===== src/swu_pkg.sv =====
// Constants, states and checksum function of the single-wire UART slave port.
//
// Behaviour
// - Every datagram opens with sync nibble 1,0,1,0 in bits 0-3; upper nibble reserved.
// - Write datagram: sync, address, RW plus register, 32 data bits, CRC byte.
// - Each byte has a low start bit, LSB first data, high stop bit.
// - Bit time is measured from start-bit fall to the fall between sync bits 2 and 3.
// - Node address is the address setting, plus one when the increment pin is set.
// - Over 63 bit times between start bits abandons the datagram.
// - Pulses under 16 clocks on an idle line are glitches; then wait 12 idle bits.
// - Bad checksum or other errors discard the datagram and need 12 idle bits.
// - An 8-bit wrapping counter counts accepted writes only and is readable.
// - Read request: sync, address, RW plus register, CRC in bits 24-31.
// - Reply uses the baud rate measured on the read request.
// - Reply waits the delay setting times eight bit times, default eight.
// - Reply: sync with zero reserved bits, all-ones address, register, data, CRC.
// - Drivers release four bit times after the last reply bit.
// - All-ones address marks replies and is never a slave address.
// - Reply data is shifted from the live register without a snapshot.
// - CRC8 x^8+x^2+x+1, start zero, over all prior bytes, LSB first.
// - Only datagrams with good checksum and own address are acted upon.
// - Both line pins are inputs except while a reply is being sent and during its tail.
package swu_pkg;

    // Clock and baud limits.
    localparam int CLK_HZ = 100_000_000;
    localparam int MIN_BAUD = 9000;
    localparam int DEF_BAUD = 115200;
    localparam int MAX_BIT_CYCLES = CLK_HZ / MIN_BAUD;
    localparam int DEF_BIT_CYCLES = CLK_HZ / DEF_BAUD;
    localparam int MIN_BIT_CYCLES = 16;

    // Timing counts in bit times or clock cycles.
    localparam int GLITCH_CYCLES = 16;
    localparam int GAP_BITS = 63;
    localparam int RECOVER_BITS = 12;
    localparam int TAIL_BITS = 4;
    localparam int DELAY_UNIT_BITS = 8;
    localparam int MEAS_BITS = 4;

    // Framing and datagram layout.
    localparam logic [2:0] SYNC_LOW3 = 3'h5;
    localparam logic [7:0] SYNC_BYTE = 8'h05;
    localparam logic [7:0] REPLY_ADDR = 8'hff;
    localparam logic [7:0] CRC_POLY = 8'h07;
    localparam int RW_BIT = 7;
    localparam logic [3:0] SYNC3_IDX = 4'h3;
    localparam logic [3:0] RX_STOP_IDX = 4'h8;
    localparam logic [3:0] TX_STOP_IDX = 4'h9;
    localparam logic [2:0] SHORT_CRC_IDX = 3'h3;
    localparam logic [2:0] LONG_CRC_IDX = 3'h7;
    localparam logic [2:0] ADDR_IDX = 3'h1;
    localparam logic [2:0] REG_IDX = 3'h2;
    localparam int FIFO_DEPTH = 32;
    localparam int FIFO_WIDTH = 39;

    // Controller states, Gray coded along the receive and reply path.
    typedef enum logic [3:0] {
        IDLE = 4'h0,
        MEAS = 4'h1,
        RXBIT = 4'h3,
        GAP = 4'h2,
        PUSH = 4'h6,
        DELAY = 4'h7,
        TXBIT = 4'h5,
        TAIL = 4'h4,
        RECOVER = 4'hc
    } state_t;

    // Folds one byte into the checksum, least significant bit first.
    function automatic logic [7:0] crcByte(input logic [7:0] c, input logic [7:0] d);
        logic [7:0] r;
        r = c;
        for (int i = 0; i < 8; i++) begin
            r = (r[7] ^ d[i]) ? ((r << 1) ^ CRC_POLY) : (r << 1);
        end
        return r;
    endfunction

endpackage

===== src/single_wire_uart_slave_port.sv =====
// Single-wire UART register access port, device side.
module single_wire_uart_slave_port #(
    parameter int BIT_W = 16,
    parameter int DEF_BIT = swu_pkg::DEF_BIT_CYCLES,
    parameter int MAX_BIT = swu_pkg::MAX_BIT_CYCLES,
    parameter int FIFO_DEPTH = swu_pkg::FIFO_DEPTH
) (
    input wire logic clk,
    input wire logic rst,
    input wire logic lineTrueIn,
    output logic lineTrueOut,
    output logic lineTrueOe_n,
    output logic lineCompOut,
    output logic lineCompOe_n,
    input wire logic [7:0] nodeAddressSetting,
    input wire logic addressIncrementPin,
    input wire logic [3:0] replyDelaySetting,
    output logic wrValid,
    input wire logic wrReady,
    output logic [6:0] wrAddr,
    output logic [31:0] wrData,
    output logic rdReq,
    output logic [6:0] rdAddr,
    input wire logic [31:0] rdData,
    output logic [7:0] datagramCount
);
    localparam int CW = BIT_W + 7;
    localparam int MAX_MEAS = swu_pkg::MEAS_BITS * MAX_BIT;

    swu_pkg::state_t state_ff, nxt_state;
    logic rxS1_ff, rxS2_ff, rxPrev_ff;
    logic incS1_ff, incS2_ff;
    logic [CW-1:0] cnt_ff, nxt_cnt;
    logic [CW-1:0] gap_ff, nxt_gap;
    logic [BIT_W-1:0] bitTime_ff, nxt_bitTime;
    logic [BIT_W-1:0] lastBit_ff, nxt_lastBit;
    logic [3:0] bitIdx_ff, nxt_bitIdx;
    logic [2:0] byteIdx_ff, nxt_byteIdx;
    logic fall2_ff, nxt_fall2;
    logic [7:0] rxByte_ff, nxt_rxByte;
    logic [7:0] addr_ff, nxt_addr;
    logic [7:0] reg_ff, nxt_reg;
    logic [31:0] data_ff, nxt_data;
    logic [7:0] crc_ff, nxt_crc;
    logic long_ff, nxt_long;
    logic [9:0] txShift_ff, nxt_txShift;
    logic [7:0] count_ff, nxt_count;
    logic rdReq_ff, nxt_rdReq;
    logic [6:0] rdAddr_ff, nxt_rdAddr;

    logic rx, fall, rise, driving, match, crcIdx;
    logic fifoIn, fifoRdy;
    logic [7:0] myAddr;
    logic [CW-1:0] bitW, gapLim, recW, tailW, delayW;
    logic [3:0] delayUnits;

    // Picks the byte that a reply sends at a given position.
    function automatic logic [7:0] txByteSel(input logic [2:0] k, input logic [6:0] ra,
                                             input logic [31:0] d, input logic [7:0] c);
        case (k)
            3'h0: txByteSel = swu_pkg::SYNC_BYTE;
            3'h1: txByteSel = swu_pkg::REPLY_ADDR;
            3'h2: txByteSel = {1'b0, ra};
            3'h3: txByteSel = d[31:24];
            3'h4: txByteSel = d[23:16];
            3'h5: txByteSel = d[15:8];
            3'h6: txByteSel = d[7:0];
            default: txByteSel = c;
        endcase
    endfunction

    // Line edges seen after the two-stage synchroniser.
    assign rx = rxS2_ff;
    assign fall = rxPrev_ff && !rxS2_ff;
    assign rise = !rxPrev_ff && rxS2_ff;

    // Own address; the reply address is never answered.
    assign myAddr = nodeAddressSetting + {7'h00, incS2_ff};
    assign match = (addr_ff == myAddr) && (myAddr != swu_pkg::REPLY_ADDR);

    // Durations in clock cycles derived from the bit times.
    assign bitW = CW'(bitTime_ff);
    assign gapLim = CW'(lastBit_ff) * CW'(swu_pkg::GAP_BITS);
    assign recW = CW'(lastBit_ff) * CW'(swu_pkg::RECOVER_BITS);
    assign tailW = bitW * CW'(swu_pkg::TAIL_BITS);
    assign delayUnits = (replyDelaySetting == 4'h0) ? 4'h1 : replyDelaySetting;
    assign delayW = bitW * CW'(swu_pkg::DELAY_UNIT_BITS) * CW'(delayUnits);
    assign crcIdx = long_ff ? (byteIdx_ff == swu_pkg::LONG_CRC_IDX)
                            : (byteIdx_ff == swu_pkg::SHORT_CRC_IDX);

    // Both pins drive only during a reply and its tail.
    assign driving = (state_ff == swu_pkg::TXBIT) || (state_ff == swu_pkg::TAIL);
    assign lineTrueOut = txShift_ff[0];
    assign lineCompOut = !txShift_ff[0];
    assign lineTrueOe_n = !driving;
    assign lineCompOe_n = !driving;
    assign rdReq = rdReq_ff;
    assign rdAddr = rdAddr_ff;
    assign datagramCount = count_ff;
    assign fifoIn = (state_ff == swu_pkg::PUSH);

    // Accepted writes wait here until the register side takes them.
    swu_fifo #(
        .WIDTH(swu_pkg::FIFO_WIDTH),
        .DEPTH(FIFO_DEPTH)
    ) wrFifo (
        .clk(clk),
        .rst(rst),
        .inValid(fifoIn),
        .inReady(fifoRdy),
        .inData({reg_ff[6:0], data_ff}),
        .outValid(wrValid),
        .outReady(wrReady),
        .outData({wrAddr, wrData})
    );

    // Next-state logic of receiver, checker and reply transmitter.
    always_comb begin
        logic [2:0] k;
        logic [7:0] b;
        k = byteIdx_ff + 3'h1;
        b = txByteSel(k, reg_ff[6:0], rdData, crc_ff);
        nxt_state = state_ff;
        nxt_cnt = cnt_ff;
        nxt_gap = gap_ff;
        nxt_bitTime = bitTime_ff;
        nxt_lastBit = lastBit_ff;
        nxt_bitIdx = bitIdx_ff;
        nxt_byteIdx = byteIdx_ff;
        nxt_fall2 = fall2_ff;
        nxt_rxByte = rxByte_ff;
        nxt_addr = addr_ff;
        nxt_reg = reg_ff;
        nxt_data = data_ff;
        nxt_crc = crc_ff;
        nxt_long = long_ff;
        nxt_txShift = txShift_ff;
        nxt_count = count_ff;
        nxt_rdReq = 1'b0;
        nxt_rdAddr = rdAddr_ff;
        case (state_ff)
            swu_pkg::IDLE: begin
                if (fall) begin
                    nxt_cnt = CW'(1);
                    nxt_gap = CW'(1);
                    nxt_fall2 = 1'b0;
                    nxt_state = swu_pkg::MEAS;
                end
            end
            swu_pkg::MEAS: begin
                nxt_cnt = cnt_ff + CW'(1);
                nxt_gap = gap_ff + CW'(1);
                if (rise && cnt_ff < CW'(swu_pkg::GLITCH_CYCLES)) begin
                    nxt_cnt = recW;
                    nxt_state = swu_pkg::RECOVER;
                end else if (cnt_ff > CW'(MAX_MEAS)) begin
                    nxt_cnt = recW;
                    nxt_state = swu_pkg::RECOVER;
                end else if (fall && !fall2_ff) begin
                    nxt_fall2 = 1'b1;
                end else if (fall && cnt_ff[CW-1:2] < CW'(swu_pkg::MIN_BIT_CYCLES)) begin
                    nxt_cnt = recW;
                    nxt_state = swu_pkg::RECOVER;
                end else if (fall) begin
                    // Four bit times have passed; sample sync bit 3 at its middle.
                    nxt_bitTime = cnt_ff[BIT_W+1:2];
                    nxt_cnt = CW'(cnt_ff[BIT_W+1:3]);
                    nxt_bitIdx = swu_pkg::SYNC3_IDX;
                    nxt_rxByte = {swu_pkg::SYNC_LOW3, 5'h00};
                    nxt_byteIdx = 3'h0;
                    nxt_crc = 8'h00;
                    nxt_long = 1'b0;
                    nxt_state = swu_pkg::RXBIT;
                end
            end
            swu_pkg::RXBIT: begin
                nxt_gap = gap_ff + CW'(1);
                if (cnt_ff != '0) begin
                    nxt_cnt = cnt_ff - CW'(1);
                end else begin
                    nxt_cnt = bitW - CW'(1);
                    nxt_bitIdx = bitIdx_ff + 4'h1;
                    if (bitIdx_ff != swu_pkg::RX_STOP_IDX) begin
                        nxt_rxByte = {rx, rxByte_ff[7:1]};
                    end else if (!rx) begin
                        nxt_cnt = recW;
                        nxt_state = swu_pkg::RECOVER;
                    end else if (crcIdx) begin
                        if (rxByte_ff != crc_ff) begin
                            nxt_cnt = recW;
                            nxt_state = swu_pkg::RECOVER;
                        end else begin
                            nxt_lastBit = bitTime_ff;
                            if (!match) begin
                                nxt_state = swu_pkg::IDLE;
                            end else if (long_ff) begin
                                nxt_state = swu_pkg::PUSH;
                            end else begin
                                nxt_rdReq = 1'b1;
                                nxt_rdAddr = reg_ff[6:0];
                                nxt_cnt = delayW - CW'(1);
                                nxt_state = swu_pkg::DELAY;
                            end
                        end
                    end else begin
                        // Fold the byte into the checksum and file it.
                        nxt_crc = swu_pkg::crcByte(crc_ff, rxByte_ff);
                        nxt_byteIdx = k;
                        nxt_state = swu_pkg::GAP;
                        if (byteIdx_ff == swu_pkg::ADDR_IDX) begin
                            nxt_addr = rxByte_ff;
                        end else if (byteIdx_ff == swu_pkg::REG_IDX) begin
                            nxt_reg = rxByte_ff;
                            // Replies of other slaves are full length too.
                            nxt_long = rxByte_ff[swu_pkg::RW_BIT]
                                       || (addr_ff == swu_pkg::REPLY_ADDR);
                        end else begin
                            nxt_data = {data_ff[23:0], rxByte_ff};
                        end
                    end
                end
            end
            swu_pkg::GAP: begin
                nxt_gap = gap_ff + CW'(1);
                if (gap_ff > gapLim) begin
                    nxt_cnt = recW;
                    nxt_state = swu_pkg::RECOVER;
                end else if (fall) begin
                    nxt_cnt = bitW + (bitW >> 1) - CW'(1);
                    nxt_gap = CW'(1);
                    nxt_bitIdx = 4'h0;
                    nxt_state = swu_pkg::RXBIT;
                end
            end
            swu_pkg::PUSH: begin
                if (fifoRdy) begin
                    nxt_count = count_ff + 8'h01;
                    nxt_state = swu_pkg::IDLE;
                end
            end
            swu_pkg::DELAY: begin
                if (cnt_ff != '0) begin
                    nxt_cnt = cnt_ff - CW'(1);
                end else begin
                    // Reply runs on the bit time of the request.
                    nxt_txShift = {1'b1, swu_pkg::SYNC_BYTE, 1'b0};
                    nxt_crc = swu_pkg::crcByte(8'h00, swu_pkg::SYNC_BYTE);
                    nxt_byteIdx = 3'h0;
                    nxt_bitIdx = 4'h0;
                    nxt_cnt = bitW - CW'(1);
                    nxt_state = swu_pkg::TXBIT;
                end
            end
            swu_pkg::TXBIT: begin
                if (cnt_ff != '0) begin
                    nxt_cnt = cnt_ff - CW'(1);
                end else begin
                    nxt_cnt = bitW - CW'(1);
                    nxt_txShift = {1'b1, txShift_ff[9:1]};
                    nxt_bitIdx = bitIdx_ff + 4'h1;
                    if (bitIdx_ff == swu_pkg::TX_STOP_IDX) begin
                        nxt_bitIdx = 4'h0;
                        if (byteIdx_ff == swu_pkg::LONG_CRC_IDX) begin
                            nxt_cnt = tailW - CW'(1);
                            nxt_state = swu_pkg::TAIL;
                        end else begin
                            nxt_txShift = {1'b1, b, 1'b0};
                            nxt_crc = swu_pkg::crcByte(crc_ff, b);
                            nxt_byteIdx = k;
                        end
                    end
                end
            end
            swu_pkg::TAIL: begin
                if (cnt_ff != '0) begin
                    nxt_cnt = cnt_ff - CW'(1);
                end else begin
                    nxt_state = swu_pkg::IDLE;
                end
            end
            swu_pkg::RECOVER: begin
                // Any low level restarts the idle time.
                if (!rx) begin
                    nxt_cnt = recW;
                end else if (cnt_ff != '0) begin
                    nxt_cnt = cnt_ff - CW'(1);
                end else begin
                    nxt_state = swu_pkg::IDLE;
                end
            end
            default: begin
                nxt_state = swu_pkg::IDLE;
            end
        endcase
    end

    // State registers and input synchronisers.
    always_ff @(posedge clk or posedge rst) begin
        if (rst) begin
            state_ff <= swu_pkg::IDLE;
            rxS1_ff <= 1'b1;
            rxS2_ff <= 1'b1;
            rxPrev_ff <= 1'b1;
            incS1_ff <= 1'b0;
            incS2_ff <= 1'b0;
            cnt_ff <= '0;
            gap_ff <= '0;
            bitTime_ff <= BIT_W'(DEF_BIT);
            lastBit_ff <= BIT_W'(DEF_BIT);
            bitIdx_ff <= 4'h0;
            byteIdx_ff <= 3'h0;
            fall2_ff <= 1'b0;
            rxByte_ff <= 8'h00;
            addr_ff <= 8'h00;
            reg_ff <= 8'h00;
            data_ff <= 32'h0000_0000;
            crc_ff <= 8'h00;
            long_ff <= 1'b0;
            txShift_ff <= 10'h3ff;
            count_ff <= 8'h00;
            rdReq_ff <= 1'b0;
            rdAddr_ff <= 7'h00;
        end else begin
            state_ff <= nxt_state;
            rxS1_ff <= lineTrueIn;
            rxS2_ff <= rxS1_ff;
            rxPrev_ff <= rxS2_ff;
            incS1_ff <= addressIncrementPin;
            incS2_ff <= incS1_ff;
            cnt_ff <= nxt_cnt;
            gap_ff <= nxt_gap;
            bitTime_ff <= nxt_bitTime;
            lastBit_ff <= nxt_lastBit;
            bitIdx_ff <= nxt_bitIdx;
            byteIdx_ff <= nxt_byteIdx;
            fall2_ff <= nxt_fall2;
            rxByte_ff <= nxt_rxByte;
            addr_ff <= nxt_addr;
            reg_ff <= nxt_reg;
            data_ff <= nxt_data;
            crc_ff <= nxt_crc;
            long_ff <= nxt_long;
            txShift_ff <= nxt_txShift;
            count_ff <= nxt_count;
            rdReq_ff <= nxt_rdReq;
            rdAddr_ff <= nxt_rdAddr;
        end
    end
endmodule


===== src/swu_fifo.sv =====
// Parameterised FIFO with valid and ready on both sides.
module swu_fifo #(
    parameter int WIDTH = 39,
    parameter int DEPTH = 32
) (
    input wire logic clk,
    input wire logic rst,
    input wire logic inValid,
    output logic inReady,
    input wire logic [WIDTH-1:0] inData,
    output logic outValid,
    input wire logic outReady,
    output logic [WIDTH-1:0] outData
);
    localparam int AW = $clog2(DEPTH);
    localparam int PW = AW + 1;

    logic [WIDTH-1:0] mem [DEPTH];
    logic [AW:0] wp_ff, rp_ff, nxt_wp, nxt_rp;
    logic push, pop;

    // Full when the pointers differ only in the wrap bit.
    assign inReady = (wp_ff ^ rp_ff) != {1'b1, {AW{1'b0}}};
    assign outValid = wp_ff != rp_ff;
    assign push = inValid && inReady;
    assign pop = outValid && outReady;
    assign outData = mem[rp_ff[AW-1:0]];

    // Pointers advance on each accepted push and pop.
    always_comb begin
        nxt_wp = wp_ff + PW'(push);
        nxt_rp = rp_ff + PW'(pop);
    end

    // Pointer registers.
    always_ff @(posedge clk or posedge rst) begin
        if (rst) begin
            wp_ff <= '0;
            rp_ff <= '0;
        end else begin
            wp_ff <= nxt_wp;
            rp_ff <= nxt_rp;
        end
    end

    // Storage needs no reset; empty words are never read out.
    always_ff @(posedge clk) begin
        if (push) begin
            mem[wp_ff[AW-1:0]] <= inData;
        end
    end

endmodule


===== config.mk =====
export PLATFORM = sky130hd
export DESIGN_NAME = single_wire_uart_slave_port
export DESIGN_NICKNAME = d
export VERILOG_FILES = /design/src/swu_pkg.sv /design/src/single_wire_uart_slave_port.sv /design/src/swu_fifo.sv
export SDC_FILE = /design/constraint.sdc
export NUM_CORES = 2
export LEC_CHECK = 0
export BUFFER_PORTS_ARGS = -buffer_cell sky130_fd_sc_hd__buf_2
export CORE_UTILIZATION = 62
export DETAILED_ROUTE_END_ITERATION = 6
export GPL_ROUTABILITY_DRIVEN = 1
export PLACE_DENSITY_LB_ADDON = 0.12
export SYNTH_ARGS = -nofsm -noshare
export SYNTH_HDL_FRONTEND = slang
export SYNTH_SLANG_ARGS = --single-unit

===== constraint.sdc =====
create_clock -name clk -period 9.1 [get_ports clk]
set_input_delay 0.455 -clock clk [delete_from_list [all_inputs] [get_ports clk]]
set_output_delay 0.455 -clock clk [all_outputs]
set_load 0.1 [all_outputs]

Word-level counts from Yosys, hierarchy flattened
Memories as Yosys holds them, arrays and structs flattened.
Cells that the tools add are included.
- order comparisons: 4
- equal/unequal tests: 51
- bitwise logic cells: 43
- mux-type cells: 145
- reductions and logical operators: 43
- multipliers: 3
- add/sub/neg operators: 14
- operator list (operator ; number):
    23-bit two-way mux ; 23
    23-bit case mux with 8 select lines ; 1
    8-bit two-way mux ; 20
    4-bit two-way mux ; 31
    3-bit two-way mux ; 30
    23-bit case mux with 3 select lines ; 1
    8-bit case mux with 7 select lines ; 1
    23-bit by 1-bit adder with 23-bit output (second input constant) ; 2
    23-bit by 1-bit subtractor with 23-bit output (second input constant) ; 2
    3-bit inverter ; 15
    2-bit inequality test (second input constant) ; 22
    4-bit case mux with 9 select lines ; 1
    8-bit case mux with 4 select lines ; 1
    1-bit two-way mux ; 26
    23-bit by 16-bit > comparator with 1-bit output (second input constant) ; 1
    23-bit by 22-bit > comparator with 1-bit output ; 1
    23-bit by 5-bit < comparator with 1-bit output (second input constant) ; 1
    23-bit nonzero test ; 1
    16-bit by 6-bit multiplier with 22-bit output (second input constant) ; 1
    21-bit by 5-bit < comparator with 1-bit output (second input constant) ; 1
    16-bit by 4-bit multiplier with 20-bit output ; 1
    10-bit two-way mux ; 2
    10-bit case mux with 2 select lines ; 1
    4-bit case mux with 5 select lines ; 1
    other kinds (54) ; 116
- flip-flop bits (word level): 197
- output and inout bits: 60
- memories: 1
- memory bits (writable): 1248
- memory list (memory ; depth ; bits a word ; rd ports ; clocked after Yosys merged registers in ; wr ports ; line ; text):
    wrFifo.mem ; 32 ; 39 ; 1 ; 0 ; 1 ; swu_fifo.sv:18 ; logic [WIDTH-1:0] mem [DEPTH];

Depth between registers and ports, before layout
- depth after elaboration: 23
- depth in mapped cells: 27

By module
A second synthesis with hierarchy kept.
- cell total of the unflattened synthesis: 4551
- area total of the unflattened synthesis: 67183.2 µm²
- by module, submodules not included (module ; area an instance (µm²) ; cells an instance ; sequential area each (µm²) ; times used):
    swu_fifo ; 48241.3 ; 2314 ; 37776.2 ; 1
    single_wire_uart_slave_port ; 18941.9 ; 2237 ; 4631.9 ; 1

Worst setup path before layout
Ideal clock, no wire load.
- path kind: reg-to-reg
- start point: reg lastBit_ff[2]
- end point: reg cnt_ff[3]
- slack: 2.744 ns
- buffers on the path: 1
- data required time: 8.969 ns
- arrival time: 6.225 ns
- setup time: 0.131 ns
- stages on the path, launching flop included: 24
- path through: dfstp_2 -> fa_1 -> fa_1 -> fa_1 -> ha_1 -> nor2b_1 -> o21a_1 -> o211ai_1 -> a31oi_1 -> a211o_1 -> a311o_1 -> a21o_1 -> a21oi_1 -> xnor2_1 -> ha_1 -> nand4_1 -> nor2_1 -> nand4_1 -> o22ai_1 -> clkbuf_1 -> o221ai_1 -> a221o_1 -> o41ai_1 -> o21ai_0
- cells in the longest elaborated chain, start to end: 4
- RTL lines (item ; line ; text):
    from (decl) ; single_wire_uart_slave_port.sv:36 ; logic [BIT_W-1:0] lastBit_ff, nxt_lastBit;
    from (signal assigned) ; single_wire_uart_slave_port.sv:309 ; lastBit_ff <= BIT_W'(DEF_BIT);
    from (signal assigned) ; single_wire_uart_slave_port.sv:333 ; lastBit_ff <= nxt_lastBit;
    16-bit by 6-bit multiplier with 22-bit output (*) ; single_wire_uart_slave_port.sv:83 ; assign gapLim = CW'(lastBit_ff) * CW'(swu_pkg::GAP_BITS);
    23-bit by 22-bit > comparator with 1-bit output (*) ; single_wire_uart_slave_port.sv:225 ; if (gap_ff > gapLim) begin
    23-bit two-way mux or 3-bit inequality test (tied branches) ; -- ;
    23-bit case mux with 8 select lines or 3-bit AND reduction (tied branches) ; -- ;
    to (signal assigned) ; single_wire_uart_slave_port.sv:330 ; cnt_ff <= nxt_cnt;
    to (decl) ; single_wire_uart_slave_port.sv:33 ; logic [CW-1:0] cnt_ff, nxt_cnt;
Mark *: on every way between the ends. The rest lies on a longest branch, timed or not.
A chain may end at the register's enable or synchronous reset.

Worst setup path in the final report
- start point: reg lastBit_ff[2]
- end point: reg cnt_ff[8]
- cells in the longest elaborated chain, start to end: 7
- RTL lines (item):
    branches (longest 7 deep; another with 23-bit by 22-bit > comparator with 1-bit output)
Parallel ways; which one is timed is not known.

==> run_results.csv <==
group,metric,value,unit
outcome,status,"finished, final reports clean",
route,avgViaCountPerCell,6.686,
logic_synthesis,synth_warnings,0,
worst_setup_path,slowest_delay,0.99,ns
route,wl_per_cell,29.40,um
clock_tree,cts_tree,"built",
finish,post-route-util,68.84,%
route,dr_wl_met3,16600,um
die,ios,109,
worst_setup_path,rr_endpoint,"cnt_ff[8]",
timing,fin_crit_sh,81.49,%
clock_tree,cts_max_level,4,
timing,rsz0062_at_grt,"false",
finish,area.growth.synth_to_final,10.26,%
job,cap_viol_max_count,0,
finish,diodes,0,
route,wl_met1,71950,um
route,final_antenna_net_count,0,
logic_synthesis,yosysSeqAreaShare,62.49,%
power_and_ir_drop,power_density,175.0,mW/mm2
global_routing,globalRouteTotalUtil,34.26,%
timing,slew_headroom,14.84,%
finish,final_common_cell,"edfxtp_1",
worst_setup_path,crit_required,9.73,ns
die,fp.dieW,332.9,um
place,dp_cells,6142,
finish,fin_area,0.07483,mm2
clock_tree,clk_path_buf_depth,3,
timing,setup_viol,0,
timing,finalSetupTns,0,ns
clock_tree,cts.sinks,1444,
clock_tree,insertion_delay,0.75,ns
worst_setup_path,cp-start-kind,"register",
logic_synthesis,ys_types,92,
logic_synthesis,synth.avg_cell_area,14.12,um2
route,drtIter0Drc,4724,
logic_synthesis,synth_flop_cell,"edfxtp_1",
place,hpwl,112200,um
global_routing,antenna_found_initial,3,
hold_path,hold_class,"in -> reg",
timing,finalHoldViolCount,0,
place,pre_cts_slack,1.809,ns
logic_synthesis,syn-cell-area,0.06787,mm2
clock_tree,clockRootBuffer,"clkbuf_16",
power_and_ir_drop,vdd.ir_drop.worst,0.0001668,V
place,place_congestion,1.005,
worst_setup_path,crit_end,"cnt_ff[8]",
global_routing,grt_pass1_vias,42450,
worst_setup_path,r2r_slack,1.68,ns
worst_setup_path,worstPathMaxFanout,15,
finish,nets,5147,
place,postPlaceCellArea,0.07007,mm2
worst_setup_path,crit_type,"reg -> reg",
timing,hold_slack,0.1574,ns
worst_setup_path,crit_top_cell,"fa_1",
global_routing,globalRouteOverflowTotal,0,
worst_setup_path,reg2reg_depth,24,
die,initial_core_util,62.43,%
logic_synthesis,synth_edf_count,1248,
worst_setup_path,r2r-start,"lastBit_ff[2]",
route,finalWirelength,188500,um
route,vias,42870,
worst_setup_path,cp.arrival,8.05,ns
timing,min_period,7.415,ns
die,die_area,0.1108,mm2
worst_setup_path,cp-end-kind,"register",
die,die_h,332.9,um
timing,skew,0.02329,ns
logic_synthesis,syn_inst,4806,
logic_synthesis,postSynthRegisterBits,1444,
finish,layout_common_cells,"1248 x edfxtp_1, 369 x nand2_1, 267 x o21ai_0, 245 x mux2i_1, 238 x a21oi_1",
clock_tree,postCtsSetupRepairBufs,0,
clock_tree,cts_made_buffers,146,
timing,drv_slew,0,
route,highest_layer,"met5",
global_routing,grt_max_degree,131,
clock_tree,cts-resized-gates,0,
power_and_ir_drop,p_total,13.09,mW
timing,fin_ws,1.685,ns
die,rows,121,
finish,fin_cells,6411,
timing,worstMarginPinSlew,1.277,ns
die,core,0.1087,mm2
worst_setup_path,crit_slowest_cell,"o21ai_1",
finish,drive_above_1_share,15.99,%
route,drc_errors,0,
power_and_ir_drop,p_leak,22.21,nW
timing,fmax,0.1349,GHz
logic_synthesis,syn-num-nets,5074,
place,numPortBuffers,108,
worst_setup_path,cp_cell_sequence,"fa_1 > fa_1 > fa_1 > ha_1 > nor2b_1 > o21a_1 > o211ai_1 > a31oi_1 > a211o_1 > a311o_1 > a21o_1 > a21oi_1 > xnor2_1 > ha_1 > nand4_1 > nor3_1 > o21ai_0 > nand4_1 > o22ai_1 > buf_4 > nand2_1 > o21ai_1 > a31oi_1 > a211o_1",
worst_setup_path,crit_start,"lastBit_ff[2]",
route,met2_length,91230,um
clock_tree,path_clk_slew,0.06,ns
logic_synthesis,synthArstFlopShare,13.57,%
route,first_pass_iters,6,
global_routing,grt_pass1_wl,277100,um
==> registers in the layout, indices dropped and copies added (netlist names), 3 cells and up <==
signal and cells:
cnt_ff 23, gap_ff 23, state_ff 4, bitTime_ff 16, addr_ff 8, datagramCount 8, reg_ff 7, txShift_ff 9
data_ff 32, lastBit_ff 16, bitIdx_ff 4, wrFifo.mem 1248, rxByte_ff 8, crc_ff 8, wrFifo.rp_ff 6, rdAddr 7
wrFifo.wp_ff 6, byteIdx_ff 3
==> final cells by class <==
cell class	instances	area (um2)
flip-flops and latches	1444	42430
fillers	7494	33870
multi-input cells	2904	23970
clock buffers	194	4010
well taps	1414	1769
repair buffers	188	1186
inverters	195	739.5
clock inverters	72	723.2
==> kinds of logic (layout without fill, tap and decap cells) <==
group / Yosys count / after routing / synth area share, %
xor gates and xnor gates: 202 / 202 / 2.607
adders and majority gates: 219 / 219 / 4.856
AOI/OAI and AO/OA: 985 / 985 / 9.445
buffers and inverters: 458 / 649 / 2.592
muxes: 558 / 558 / 11.41
and+or+nand+nor: 940 / 940 / 6.606
DFF: 1444 / 1444 / 62.49
==> how the worst min path moves through the flow <==
stage / startpoint / endpoint / slack (ns) / cells after the start
2_1_floorplan: incS1_ff / incS2_ff / 0.33 / 0
3_3_place_gp: incS1_ff / incS2_ff / 0.33 / 0
3_5_place_dp: incS1_ff / incS2_ff / 0.34 / 0
4_1_cts: wrReady / wrFifo.rp_ff[0] / 0.09 / 3
5_1_grt: wrReady / wrFifo.rp_ff[0] / 0.13 / 3
6_report: wrReady / wrFifo.rp_ff[0] / 0.16 / 3
==> routing by layer <==
layer	GRT usage, %	vias up
li1	-	18640
met1	45.01	21530
met2	56.21	2215
met3	6.273	477
met4	15.06	4
met5	0	-
==> synthesized netlist by cell type, drive strengths merged, types with 15 or more instances <==
library cell | n | area share, %
nand3b | 15 | 0.17
o21ai | 273 | 2.0
o21a | 15 | 0.17
or3 | 26 | 0.25
a211oi | 36 | 0.41
o211ai | 26 | 0.29
edfxtp | 1248 | 55
mux4 | 156 | 5.2
nand3 | 56 | 0.41
nor2 | 188 | 1.0
a21oi | 238 | 1.8
inv | 195 | 1.1
dfstp | 22 | 0.85
mux2i | 245 | 3.6
nor3 | 59 | 0.45
xnor2 | 126 | 1.6
o221ai | 128 | 1.7
fa | 74 | 2.2
buf | 57 | 0.37
and2 | 64 | 0.59
dfrtp | 174 | 6.4
nand2b | 15 | 0.14
clkbuf | 206 | 1.1
a31oi | 28 | 0.26
nand2 | 370 | 2.0
xor2 | 76 | 0.98
mux2 | 157 | 2.6
nand4 | 34 | 0.31
a221oi | 17 | 0.23
a21o | 27 | 0.30
ha | 145 | 2.7
o22ai | 51 | 0.47
nor4 | 17 | 0.18
nor2b | 19 | 0.18
and3 | 24 | 0.22
==> power breakdown <==
| part | switching, mW | internal, mW |
|---|---|---|
| clock network | 2.51 | 3.42 |
| logic | 0.0438 | 0.0154 |
| registers | 0.000495 | 7.10 |
==> timing repair <==
action / CTS / global route
endpoints found under the setup margin: 0 / 0
hold buffers: 3 / 0
hold endpoints to repair: 71 / 0
==> critical path: cells and delay by family (launching register included) <==
family                     cells  cell delay, ns
AOI/OAI and AO/OA             12            3.29
DFF                            1            0.64
and+or+nand+nor                5            0.83
buffers and inverters          1            0.28
xor gates and xnor gates       1            0.15
adders and majority gates      5            2.08
Power figures use the tool's default switching activity.
